**config.mk**
```make
export PLATFORM = sky130hd
export DESIGN_NAME = uart_tx_fifo_threshold_irq
export DESIGN_NICKNAME = d
export VERILOG_FILES = /design/src/design/uart_txlvl_pkg.sv /design/src/design/uart_tx_fifo_threshold_irq.sv
export SDC_FILE = /design/constraint.sdc
export NUM_CORES = 1
export LEC_CHECK = 0
export BUFFER_PORTS_ARGS = -buffer_cell sky130_fd_sc_hd__buf_2
export CORE_ASPECT_RATIO = 1.5
export CORE_UTILIZATION = 30
export CTS_CLUSTER_SIZE = 20
export DETAILED_ROUTE_END_ITERATION = 6
export PLACE_DENSITY = 0.53
export SYNTH_ARGS = -nofsm -noshare
export SYNTH_HDL_FRONTEND = slang
export SYNTH_SLANG_ARGS = --single-unit
export TNS_END_PERCENT = 50
```
**constraint.sdc**
```tcl
create_clock -name clk_sys -period 4.5 [get_ports clk_sys]
set_input_delay 0.9 -clock clk_sys [delete_from_list [all_inputs] [get_ports clk_sys]]
set_output_delay 0.9 -clock clk_sys [all_outputs]
set_load 0.005 [all_outputs]
```
**src/design/uart_txlvl_pkg.sv**
```systemverilog
// transmit fifo level logic: shared constants, states and carriers
// assumes a single 125 MHz clock and same-clock host and transmitter logic
`default_nettype none

package uart_txlvl_pkg;

  localparam int FIFO_DEPTH = 64;
  localparam int PTR_W = 6;
  localparam int CNT_W = 7;

  // empty-space count: all free after reset, none when full
  localparam logic [CNT_W-1:0] SPACES_ALL = 7'h40;
  localparam logic [CNT_W-1:0] SPACES_NONE = 7'h00;

  // writes needed after a threshold interrupt before it may fire again
  localparam logic [1:0] HYST_WRITES = 2'h2;

  // baud tick is 1/16 of a bit: sub-count wraps after 16 ticks
  localparam logic [3:0] TICKS_PER_BIT_LAST = 4'hF;

  // reset values
  localparam logic IRQ_RST = 1'b0;
  localparam logic DMA_N_RST = 1'b1;
  localparam logic [PTR_W-1:0] PTR_RST = 6'h00;
  localparam logic [15:0] DIV_CNT_RST = 16'h0000;
  localparam logic [3:0] SUB_RST = 4'h0;
  localparam logic [1:0] WCNT_RST = 2'h0;
  localparam logic [7:0] CHAR_RST = 8'h00;

  typedef enum logic [3:0] {
    ST_ARMED = 4'h1,
    ST_RAISED = 4'h2,
    ST_ACKED = 4'h4,
    ST_SERVICED = 4'h8
  } svc_state_type;

  // one-cycle strobes from the host bus decoder
  typedef struct packed {
    logic wr;
    logic [7:0] wr_data;
    logic iir_rd;
    logic fifo_rst;
  } host_req_type;

  // static configuration levels
  typedef struct packed {
    logic thr_en;
    logic [CNT_W-1:0] tx_holding_reg;
    logic [15:0] divisor;
  } tx_cfg_type;

endpackage

`default_nettype wire

```
**src/design/uart_tx_fifo_threshold_irq.sv**
```systemverilog
// transmit fifo, empty-space tracking, holding-register-empty interrupt,
// dma request and 16x baud tick for one uart channel
// assumes host strobes and shift_load are one-cycle pulses on clk_sys
//
// How it works
// - threshold enabled and empty spaces reach threshold: raise interrupt
// - after threshold interrupt, two host writes needed before another
// - dma request (active low) asserts when empty spaces exceed threshold
// - dma request holds until the fifo is completely full
// - threshold interrupt stays pending until holding write or ident read
// - ident read without data write drops the interrupt output
// - after ident read and no write, draining empty raises nothing
// - one host write services the interrupt and clears the flag
// - after service, fifo draining to empty raises the interrupt again
// - fifo reset raises the holding-register-empty interrupt
// - baud tick is 1/16 of a bit: sixteen ticks per bit
`timescale 1ns/100ps
`default_nettype none

module uart_tx_fifo_threshold_irq (
  // clock and reset
  input wire logic clk_sys,
  input wire logic rst,
  // host strobes and configuration
  input wire uart_txlvl_pkg::host_req_type host,
  input wire uart_txlvl_pkg::tx_cfg_type cfg,
  // transmitter shift register side
  input wire logic shift_load,
  output logic [7:0] tx_char,
  output logic tx_char_valid,
  // status and requests
  output logic [6:0] empty_spaces,
  output logic irq_out,
  output logic tx_dma_request_n,
  // timing
  output logic baud_tick,
  output logic bit_tick
);
  import uart_txlvl_pkg::*;

  ////////////////////////////////////////////////////////////////////////
  // fifo storage and space count

  logic [7:0] mem [FIFO_DEPTH];
  logic [PTR_W-1:0] wr_ptr_r, wr_ptr_nxt;
  logic [PTR_W-1:0] rd_ptr_r, rd_ptr_nxt;
  logic [CNT_W-1:0] spaces_r, spaces_nxt;
  logic [7:0] tx_char_r, tx_char_nxt;
  logic tx_char_valid_r, tx_char_valid_nxt;
  logic wr_ok, pop_ok, empty_now;

  always_comb begin
    // writes to a full fifo and pops from an empty one are dropped
    wr_ok = host.wr & (spaces_r != SPACES_NONE);
    pop_ok = shift_load & (spaces_r != SPACES_ALL);
    empty_now = (spaces_r == SPACES_ALL);
    wr_ptr_nxt = wr_ptr_r;
    rd_ptr_nxt = rd_ptr_r;
    spaces_nxt = spaces_r;
    tx_char_nxt = tx_char_r;
    tx_char_valid_nxt = 1'b0;
    if (host.fifo_rst) begin
      wr_ptr_nxt = PTR_RST;
      rd_ptr_nxt = PTR_RST;
      spaces_nxt = SPACES_ALL;
    end else begin
      if (wr_ok) begin
        wr_ptr_nxt = PTR_W'(wr_ptr_r + 6'h01);
      end
      if (pop_ok) begin
        rd_ptr_nxt = PTR_W'(rd_ptr_r + 6'h01);
        tx_char_nxt = mem[rd_ptr_r];
        tx_char_valid_nxt = 1'b1;
      end
      spaces_nxt = CNT_W'(spaces_r - {6'h00, wr_ok} + {6'h00, pop_ok});
    end
  end

  // storage needs no reset; pointers define what is valid
  always_ff @(posedge clk_sys) begin
    if (wr_ok && !host.fifo_rst) begin
      mem[wr_ptr_r] <= host.wr_data;
    end
  end

  always_ff @(posedge clk_sys or posedge rst) begin
    if (rst) begin
      wr_ptr_r <= PTR_RST;
      rd_ptr_r <= PTR_RST;
      spaces_r <= SPACES_ALL;
      tx_char_r <= CHAR_RST;
      tx_char_valid_r <= 1'b0;
    end else begin
      wr_ptr_r <= wr_ptr_nxt;
      rd_ptr_r <= rd_ptr_nxt;
      spaces_r <= spaces_nxt;
      tx_char_r <= tx_char_nxt;
      tx_char_valid_r <= tx_char_valid_nxt;
    end
  end

  ////////////////////////////////////////////////////////////////////////
  // holding-register-empty interrupt service tracking

  svc_state_type st_r, st_nxt;
  logic irq_r, irq_nxt;
  logic [1:0] wcnt_r, wcnt_nxt;
  logic was_empty_r;

  always_comb begin
    st_nxt = st_r;
    irq_nxt = irq_r;
    wcnt_nxt = wcnt_r;
    if (host.fifo_rst) begin
      irq_nxt = 1'b1;
      st_nxt = ST_RAISED;
      wcnt_nxt = WCNT_RST;
    end else if (!cfg.thr_en) begin
      // conventional mode; a new empty edge beats a same-cycle clear
      st_nxt = ST_ARMED;
      wcnt_nxt = WCNT_RST;
      if (wr_ok || host.iir_rd) begin
        irq_nxt = 1'b0;
      end
      if (empty_now && !was_empty_r) begin
        irq_nxt = 1'b1;
      end
    end else begin
      unique case (st_r)
        ST_ARMED: begin
          if (spaces_r >= cfg.tx_holding_reg) begin
            irq_nxt = 1'b1;
            st_nxt = ST_RAISED;
          end
        end
        ST_RAISED: begin
          if (wr_ok) begin
            irq_nxt = 1'b0;
            wcnt_nxt = 2'h1;
            st_nxt = ST_SERVICED;
          end else if (host.iir_rd) begin
            irq_nxt = 1'b0;
            st_nxt = ST_ACKED;
          end
          // otherwise held pending
        end
        ST_ACKED: begin
          // empty fifo is ignored here: service incomplete
          if (wr_ok) begin
            wcnt_nxt = 2'h1;
            st_nxt = ST_SERVICED;
          end
        end
        ST_SERVICED: begin
          if (empty_now) begin
            irq_nxt = 1'b1;
            wcnt_nxt = WCNT_RST;
            st_nxt = ST_RAISED;
          end else if (wr_ok) begin
            if (2'(wcnt_r + 2'h1) == HYST_WRITES) begin
              wcnt_nxt = WCNT_RST;
              st_nxt = ST_ARMED;
            end else begin
              wcnt_nxt = 2'(wcnt_r + 2'h1);
            end
          end
        end
        default: begin
          st_nxt = ST_ARMED;
          wcnt_nxt = WCNT_RST;
        end
      endcase
    end
  end

  always_ff @(posedge clk_sys or posedge rst) begin
    if (rst) begin
      st_r <= ST_ARMED;
      irq_r <= IRQ_RST;
      wcnt_r <= WCNT_RST;
      was_empty_r <= 1'b1;
    end else begin
      st_r <= st_nxt;
      irq_r <= irq_nxt;
      wcnt_r <= wcnt_nxt;
      was_empty_r <= empty_now;
    end
  end

  ////////////////////////////////////////////////////////////////////////
  // dma request: set above threshold, released only on full

  logic dma_n_r, dma_n_nxt;

  always_comb begin
    dma_n_nxt = dma_n_r;
    if (spaces_r > cfg.tx_holding_reg) begin
      dma_n_nxt = 1'b0;
    end else if (spaces_r == SPACES_NONE) begin
      dma_n_nxt = 1'b1;
    end
  end

  always_ff @(posedge clk_sys or posedge rst) begin
    if (rst) begin
      dma_n_r <= DMA_N_RST;
    end else begin
      dma_n_r <= dma_n_nxt;
    end
  end

  ////////////////////////////////////////////////////////////////////////
  // baud divider: 16x tick, and a bit tick every sixteenth one

  logic [15:0] div_cnt_r, div_cnt_nxt;
  logic [3:0] sub_r, sub_nxt;
  logic baud_r, baud_nxt;
  logic bit_r, bit_nxt;

  always_comb begin
    div_cnt_nxt = div_cnt_r;
    sub_nxt = sub_r;
    baud_nxt = 1'b0;
    bit_nxt = 1'b0;
    // divisor zero stops the generator rather than ticking every cycle
    if (cfg.divisor != 16'h0000) begin
      if (16'(div_cnt_r + 16'h0001) >= cfg.divisor) begin
        div_cnt_nxt = DIV_CNT_RST;
        baud_nxt = 1'b1;
        sub_nxt = 4'(sub_r + 4'h1);
        bit_nxt = (sub_r == TICKS_PER_BIT_LAST);
      end else begin
        div_cnt_nxt = 16'(div_cnt_r + 16'h0001);
      end
    end
  end

  always_ff @(posedge clk_sys or posedge rst) begin
    if (rst) begin
      div_cnt_r <= DIV_CNT_RST;
      sub_r <= SUB_RST;
      baud_r <= 1'b0;
      bit_r <= 1'b0;
    end else begin
      div_cnt_r <= div_cnt_nxt;
      sub_r <= sub_nxt;
      baud_r <= baud_nxt;
      bit_r <= bit_nxt;
    end
  end

  assign tx_char = tx_char_r;
  assign tx_char_valid = tx_char_valid_r;
  assign empty_spaces = spaces_r;
  assign irq_out = irq_r;
  assign tx_dma_request_n = dma_n_r;
  assign baud_tick = baud_r;
  assign bit_tick = bit_r;
endmodule

`default_nettype wire

```
* Yosys cells after proc, flatten, opt, wreduce, memory -nomap -nowiden
Memory sizes are Yosys's and may differ from the RTL's. A register that Yosys moved wholly into a read port is not among the register bits.
Index checks and enable logic that the tools add are counted.
** Storage, ports and cells
- Output and inout port bits :: 20
- Memories kept :: 1
- Input bits :: 38
- Bits in latches :: 0
- Bits in read-only memories :: 0
- Logic and storage cells :: 104
- RAM bits :: 512
- Flip-flop bits (word level) :: 51
** Memory list
- mem :: words 64, width 8, rd ports 1, clocked after memory_dff 1, write ports 1, RTL line uart_tx_fifo_threshold_irq.sv:44 : logic [7:0] mem [FIFO_DEPTH];
** Cells by class
- Multiply operators :: 0
- Equal/unequal tests :: 17
- Reductions and logical operators :: 18
- Muxes and demuxes :: 42
- Bitwise logic cells :: 3
- Add/subtract/negate cells :: 7
- Order comparisons :: 3
- Shifts and indexed selects :: 0
- Divide/modulo/power cells :: 0
** Operator list (number)
- $mux W4 :: 9
- $mux W6 :: 4
- $mux W1 :: 18
- $add A16 B1 Y16 const B :: 1
- $ge A16 B16 Y1 :: 1
- $mux W16 :: 1
- $pmux W4 S4 :: 1
- $reduce_bool A16 Y1 :: 1
- $ne A5 B5 Y1 const B :: 3
- $add A6 B1 Y6 const B :: 2
- $mux W2 :: 6
- $ne A4 B4 Y1 const B :: 3
- $reduce_and A5 Y1 :: 2
- $eq A4 B4 Y1 const B :: 2
- $add A7 B1 Y7 :: 1
- $eq A7 B7 Y1 const B :: 1
- $ge A7 B7 Y1 :: 1
- $gt A7 B7 Y1 :: 1
- $logic_not A7 Y1 :: 1
- $mux W7 :: 1
- $ne A7 B7 Y1 const B :: 1
- $reduce_bool A7 Y1 :: 1
- $sub A7 B1 Y7 :: 1
- $pmux W2 S3 :: 1
- 20 further kinds :: 26

* Longest topological paths before layout
Gate-level depths: netlist (run 1).
- Depth in word-level cells :: 8
- Mapped depth :: 18
- Gate-level depth less buffers :: 17

* Worst setup path after synthesis (run 1)
No wires, ideal clock.
- Path type :: register to register
- From :: register spaces_r[5], in the netlist empty_spaces[5]
- To :: register spaces_r[6], in the netlist empty_spaces[6]
- Arrival :: 3.207 ns
- Slack :: 1.214 ns
- Data required time :: 4.421 ns
- Library setup time :: 0.079 ns
- Cell stages (with the launch flop) :: 19
- Period minus slack after synthesis :: 3.286 ns
- Path buffers :: 1
- Cells stage by stage :: dfrtp_1 -> inv_1 -> ha_1 -> nor4bb_1 -> nand2_1 -> and2_1 -> buf_2 -> inv_2 -> ha_1 -> inv_1 -> ha_1 -> inv_1 -> fa_1 -> nand2b_1 -> a21oi_1 -> o21ai_0 -> a21oi_1 -> nor3_1 -> o21ai_0
** On the way
- Word-level cells in the longest chain between the ends :: 5
- Elaborated cells on any way between the ends :: 7
- Classes of those cells :: add/sub (2); eq/ne (1); mux (1); bitwise (2); reduce/logical (1)
** RTL lines
- from (decl) :: RTL line uart_tx_fifo_threshold_irq.sv:47 : logic [CNT_W-1:0] spaces_r, spaces_nxt;
- from (signal assigned) :: RTL line uart_tx_fifo_threshold_irq.sv:96 : spaces_r <= spaces_nxt;
- $reduce_bool A7 Y1 :: RTL line uart_tx_fifo_threshold_irq.sv:54 : wr_ok = host.wr & (spaces_r != SPACES_NONE);
- $and A1 B1 Y1 :: RTL line uart_tx_fifo_threshold_irq.sv:54
- $sub A7 B1 Y7 :: RTL line uart_tx_fifo_threshold_irq.sv:75 : spaces_nxt = CNT_W'(spaces_r - {6'h00, wr_ok} + {6'h00, pop_ok});
- $add A7 B1 Y7 (*) :: RTL line uart_tx_fifo_threshold_irq.sv:75
- $mux W7 (*) :: RTL line uart_tx_fifo_threshold_irq.sv:62 : if (host.fifo_rst) begin
- net spaces_nxt[6] :: RTL line uart_tx_fifo_threshold_irq.sv:47
The timed path passes the listed nets; every way through them passes the cells marked *.
A chain may end at the register's enable or synchronous reset.

* Worst setup path after layout (run 1)
Same ends and word-level chain as after synthesis.

==> flow_metrics.tcl, run 1 <==
set metrics [dict create \
    run_status "completed" \
    slowest_stage "dfrtp_1" \
    finClkSkew_ns 0.0294 \
    drt.antenna.violating_nets 0 \
    cts-resized-gates 0 \
    dieHeight_um 345 \
    vias_per_cell 4.96 \
    min_period_ns 3.76 \
    critPathLaunch "empty_spaces[5]" \
    final_util_pct 35.1 \
    synth_cells 1343 \
    clkLatencyLatePin_ns 0.62 \
    numCtsBuffers 51 \
    timing.max_cap.violations 0 \
    crit_end "empty_spaces[6]" \
    synth_seq_cells 571 \
    grt_pass1_wl_mm 88.2 \
    setup-tns-final_ns 0 \
    synth.net_count 1418 \
    crit_arrival_ns 4.27 \
    yosys-top-cells-count "edfxtp_1, mux4_2, nor2_1" \
    reg2reg_to "empty_spaces[6]" \
    wire_per_inst_um 23.6 \
    power_leakage_nw 9.00 \
    gp_congestion 0.806 \
    cts-root-buf "clkbuf_16" \
    drive_above_1_share_pct 23.4 \
    drc 0 \
    tritoncts "built" \
    vias 12500 \
    fin_crit_sh_pct 83.6 \
    drt_iter0_drc 929 \
    row_count 125 \
    critPathMaxStageDelay_ns 0.42 \
    required_ns 5.01 \
    synth-edff-count 512 \
    r2r-start "empty_spaces[5]" \
    io_pins 58 \
    r2r_setup_slack_ns 0.74 \
    num-nets-final 1538 \
    total_power_mw 13.3 \
    crit_path_start_kind "flop" \
    track_usage_pct 15.0 \
    regArea_sq_um 16900 \
    die_area_sq_um 79700 \
    clk_pin_slew_worst_paths_ns 0.06 \
    dp_slack_ns 0.758 \
    ctsHoldBuffers 0 \
    cts_sinks 571 \
    async_flop_share_pct 10.3 \
    core_area_sq_um 77600 \
    drt-total-wl_mm 59.5 \
    finalHoldViolations 0 \
    dp_hpwl_mm 39.9 \
    die_w_um 231 \
    multi_input_area_sq_um 6210 \
    endpoint_kind "flop" \
    synth_area_leader_cell "edfxtp_1" \
    reg2reg_depth 17 \
    synth_top_area_share_pct 65.2 \
    yosys.cell_count.top_type "edfxtp_1" \
    worst_pin_slew_ns 1.08 \
    drt_pass1_iterations 5 \
    io_buffer_count 57 \
    setup_viol 0 \
    syn_area_sq_um 23600 \
    drv_slew 0 \
    ys_types 61 \
    synth_area_leaders "edfxtp_1, mux4_2, dfrtp_1" \
    final_cell_count_no_fill 2521 \
    timing.final.ws_setup_ns 0.736 \
    first_global_vias 13200 \
    slew-limit-headroom_pct 28.2 \
    fmaxAchievable_mhz 266 \
    syn_area_per_cell_sq_um 17.5 \
    rsz0062_at_grt "no" \
    p_per_area_nw_per_um2 487 \
    overflow 0 \
    hp-class "reg -> reg" \
    cts_setup_buffers 0 \
    path_cells "inv_1 > ha_1 > nor4bb_1 > nand2_1 > and2_1 > inv_2 > ha_1 > inv_1 > ha_1 > inv_1 > fa_1 > nand2b_1 > a21oi_1 > o21ai_0 > a21oi_1 > nor3_1 > o21ai_0" \
    path_class "reg -> reg" \
    clock_path_buffers 3 \
    numPlacedInstances 2426 \
    ys_seq_area_share_pct 71.5 \
    grt_max_degree 50 \
    antenna_cells 0 \
    crit_fanout 8 \
    nFillCells 7301 \
    areaGrowthSynthToFinish_pct 15.5 \
    synth_top_flop_cell "edfxtp_1" \
    htree_num_levels 2 \
    ir_worst_vdd_mv 0.260 \
    start_util_pct 30.4 \
    ys_warn_count 0 \
    grt_antenna_before_repair 1 \
]
per-layer routing:
| metal | track usage, % | share of wire [%] |
|---|---|---|
| met3 | 1.57 | 3.7 |
| met2 | 28.5 | 56 |
| met1 | 17.1 | 37 |
| met5 | 0 | 0 |
| met4 | 5.45 | 3.3 |
area by class of cell:
cell class / instances / share of cell area, %
clock inverter: 33 / 1.55
clock buffer: 62 / 4.91
inverter: 54 / 0.745
multi-input combinational: 649 / 22.8
sequential: 571 / 62.0
timing repair buffer: 136 / 3.36
tap: 1016 / 4.67
placed cells by master (no fill, tap or decap), types with 10 or more instances in the layout:
cell and count:
a21oi_1 32, a22oi_1 19, buf_2 57, buf_4 76, clkbuf_16 51, dfrtp_1 53
edfxtp_1 512, ha_1 36, inv_1 50, mux2i_1 49, mux4_2 120, nand2_1 49
nand3_1 25, nand4_1 10, nor2_1 104, nor2b_1 12, nor4_1 10, o21ai_0 15
o22ai_1 22, xnor2_1 19, xor2_1 11
worst max-delay path, delay by kind of cell (launching register included):
| family | cells | cell delay, ns |
|---|---|---|
| compound gates | 4 | 0.69 |
| buf+inv | 4 | 0.33 |
| simple gates | 5 | 1.26 |
| flops | 1 | 0.42 |
| fa+ha+maj | 4 | 0.97 |
power by group:
group          total [mW]  internal [mW]  switching [mW]
Clock                4.60           2.60            2.00
Combinational        2.43           1.17            1.26
Sequential           6.22           5.94           0.279
Total                13.3           9.71            3.54
stage by stage:
step	hold slack, ns	area, sq um
floorplan	0.447	23600
global placement	0.465	25500
detailed placement	0.466	25500
CTS	0.478	27200
global route	0.500	27200
finish	0.474	27200
worst min path at each step:
| stage | from | end | cells after the start |
|---|---|---|---|
| global placement | sub_r[3] | sub_r[3] | 1 |
| CTS | sub_r[3] | sub_r[3] | 1 |
| floorplan | sub_r[3] | sub_r[3] | 1 |
| detailed placement | sub_r[3] | sub_r[3] | 1 |
| finish | sub_r[3] | sub_r[3] | 1 |
| global route | sub_r[3] | sub_r[3] | 1 |
sequential cells by signal (all words and copies together) (netlist names), 2 cells and up:
name,count
sub_r,4
wr_ptr_r,6
empty_spaces,7
wcnt_r,2
st_r,4
tx_char,8
div_cnt_r,16
rd_ptr_r,6
mem,512
cell families after synthesis:
logic type                 synth area share (%)
DFF                                        71.5
and+or+nand+nor                            5.15
muxes                                      13.7
AOI/OAI and AO/OA                          4.34
buffers and inverters                      2.12
adders and majority gates                  2.00
xor gates and xnor gates                   1.11
Power figures use the tool's default switching activity.
==> run 2: changes to the inputs <==
ABC_AREA = 1   (was not set)
PLACE_DENSITY = 0.55   (was 0.53)
clock period = 3.25 ns   (was 4.5 ns; I/O delays follow)
==> flow_metrics.tcl, run 2 <==
set metrics [dict create \
    crit_fanout 7 \
    timing.max_cap.violations 0 \
    numPlacedInstances 3679 \
    grt_max_degree 157 \
    finClkSkew_ns 0.0320 \
    areaGrowthSynthToFinish_pct 14.7 \
    setup-tns-final_ns 0 \
    crit_path_start_kind "flop" \
    drv_slew 0 \
    cts-root-buf "clkbuf_16" \
    finalInstanceArea_sq_um 29200 \
    vias_per_cell 4.61 \
    yosys-top-cells-count "nand2_1, edfxtp_1, nand3_1" \
    drive_above_1_share_pct 9.65 \
    synth_seq_cells 571 \
    cts-resized-gates 0 \
    final_common_cell "nand2_1" \
    tritoncts "built" \
    synth_top_area_share_pct 60.4 \
    path_cells "ha_1 > nand3_2 > nor2_1 > nand3_2 > nor3b_1 > xor2_1 > inv_1 > ha_1 > nand2_1 > o21ai_0 > a21oi_1 > nand3_1 > nor2_1 > buf_4 > nand2_1 > nand2_1" \
    crit_family "simple AND/OR/NAND/NOR gates" \
    drt.antenna.violating_nets 0 \
    ys_types 36 \
    first_global_vias 17000 \
    final_cell_count_no_fill 3776 \
    overflow 0 \
    clkLatencyLatePin_ns 0.61 \
    drc 0 \
    die_area_sq_um 86000 \
    ys_seq_area_share_pct 66.2 \
    track_usage_pct 15.8 \
    ctsHoldBuffers 0 \
    place_area_sq_um 27500 \
    critPathMaxStageDelay_ns 0.43 \
    drt_pass1_iterations 6 \
    synth_area_leaders "edfxtp_1, nand2_1, nand3_1" \
    largest_register_ffs 512 \
    vias 17400 \
    syn_area_sq_um 25500 \
    row_count 130 \
    finalHoldViolations 0 \
    synth_top_flop_cell "edfxtp_1" \
    final_util_pct 34.8 \
    numCtsBuffers 53 \
    required_ns 3.79 \
    run_status "completed" \
    start_util_pct 30.3 \
    path_class "reg -> reg" \
    dp_hpwl_mm 42.3 \
    timing.final.ws_setup_ns 0.201 \
    critPathLaunch "div_cnt_r[0]" \
    die_w_um 240 \
    total_power_mw 18.4 \
    io_pins 58 \
    synth_area_leader_cell "edfxtp_1" \
    slew-limit-headroom_pct 29.5 \
    drt_iter0_drc 1452 \
    grt_antenna_before_repair 0 \
    p_per_area_nw_per_um2 631 \
    synth-edff-count 512 \
    num-nets-final 2687 \
    ys_warn_count 0 \
    slowest_stage "dfrtp_1" \
    cts_setup_buffers 0 \
    clock_path_buffers 3 \
    io_buffer_count 57 \
    async_flop_share_pct 10.3 \
    hp-class "in -> async" \
    synth_cells 2498 \
    gp_congestion 0.837 \
    worst_path_most_repeated_cell "nand2_1" \
    grt_pass1_wl_mm 103 \
    r2r_setup_slack_ns 0.20 \
    syn_area_per_cell_sq_um 10.2 \
    r2r-start "div_cnt_r[0]" \
    fin_crit_sh_pct 93.8 \
    ir_worst_vdd_mv 0.497 \
    endpoint_kind "flop" \
    rsz0062_at_grt "yes" \
    worst_pin_slew_ns 1.06 \
    core_area_sq_um 83900 \
    min_period_ns 3.05 \
    synth.net_count 2573 \
    cts_sinks 571 \
    crit_arrival_ns 3.59 \
    antenna_cells 0 \
    fmaxAchievable_mhz 328 \
    htree_num_levels 2 \
    path_buf_inv 2 \
    dieHeight_um 359 \
    hold_slack_ns 0.109 \
    most-common-layout-cells "nand2_1, edfxtp_1, nand3_1" \
    regMostFlops "mem" \
    setup_viol 0 \
    wire_per_inst_um 17.9 \
    power_leakage_nw 11.9 \
    clk_pin_slew_worst_paths_ns 0.07 \
    yosys.cell_count.top_type "nand2_1" \
    drt-total-wl_mm 67.4 \
    dp_slack_ns 0.204 \
]
## run 2: changes by cell type in the layout (fill, tap and decap cells not counted), sizes merged, moves of 19 or more
cell | before | now
mux4 | 120 | 0
o21ai | 19 | 54
o22ai | 22 | 3
nand2 | 49 | 805
buf | 136 | 168
nand3 | 25 | 315
inv | 55 | 284
mux2i | 49 | 0
nor2 | 104 | 188
## run 2: layer usage
metal | global-route usage, % | routed length, um | up-vias
met5 | 0 | 0 | -
met3 | 1.85 | 2480 | 121
li1 | - | - | 8488
met4 | 6.85 | 2710 | 0
met1 | 18.8 | 27500 | 8418
met2 | 28.5 | 34800 | 383
## run 2: logic make-up (layout without fill, tap and decap cells)
logic type               count (synthesis)  in the layout  share of synthesized area [%]
flip-flops                             571            571                           66.2
adder cells (fa/ha/maj)                 37             37                           1.85
AO/OA/AOI/OAI                          134            134                           2.94
XOR/XNOR                                16             16                          0.550
AND/OR/NAND/NOR                       1344           1344                           21.8
buffers and inverters                  396            552                           6.62
## run 2: layout make-up
cell class / count / area [sq um]
fill: 8593 / 54700
clock inverter: 23 / 268
sequential: 571 / 16900
inverter: 287 / 1080
tap: 1122 / 1400
timing repair buffer: 168 / 1240
clock buffer: 74 / 1430
multi-input combinational: 1531 / 6920
## run 2: worst register-to-register path, stage by stage (launching register included)
cell and delay (ns):
dfrtp_1 0.43, ha_1 0.23, nand3_2 0.10, nor2_1 0.18
nand3_2 0.15, nor3b_1 0.25, xor2_1 0.21, inv_1 0.06
ha_1 0.27, nand2_1 0.10, o21ai_0 0.12, a21oi_1 0.18
nand3_1 0.28, nor2_1 0.17, buf_4 0.17, nand2_1 0.06
nand2_1 0.06
## run 2: path summary, 6_finish.rpt
path / depth (start not counted) / end
setup / recovery: 16 / div_cnt_r[5]
hold / removal: 2 / sub_r[1]
setup reg to reg: 16 / div_cnt_r[5]
hold reg to reg: 2 / irq_out
max in group asynchronous: 3 / rd_ptr_r[1]
min in group clk_sys: 2 / st_r[1]
## run 2: report_power, final
part	switching (mW)	leakage (nW)	internal, mW
registers	0.220	5.36	8.25
logic	2.55	5.69	1.17
clock network	2.76	0.808	3.47
total	5.53	11.9	12.9
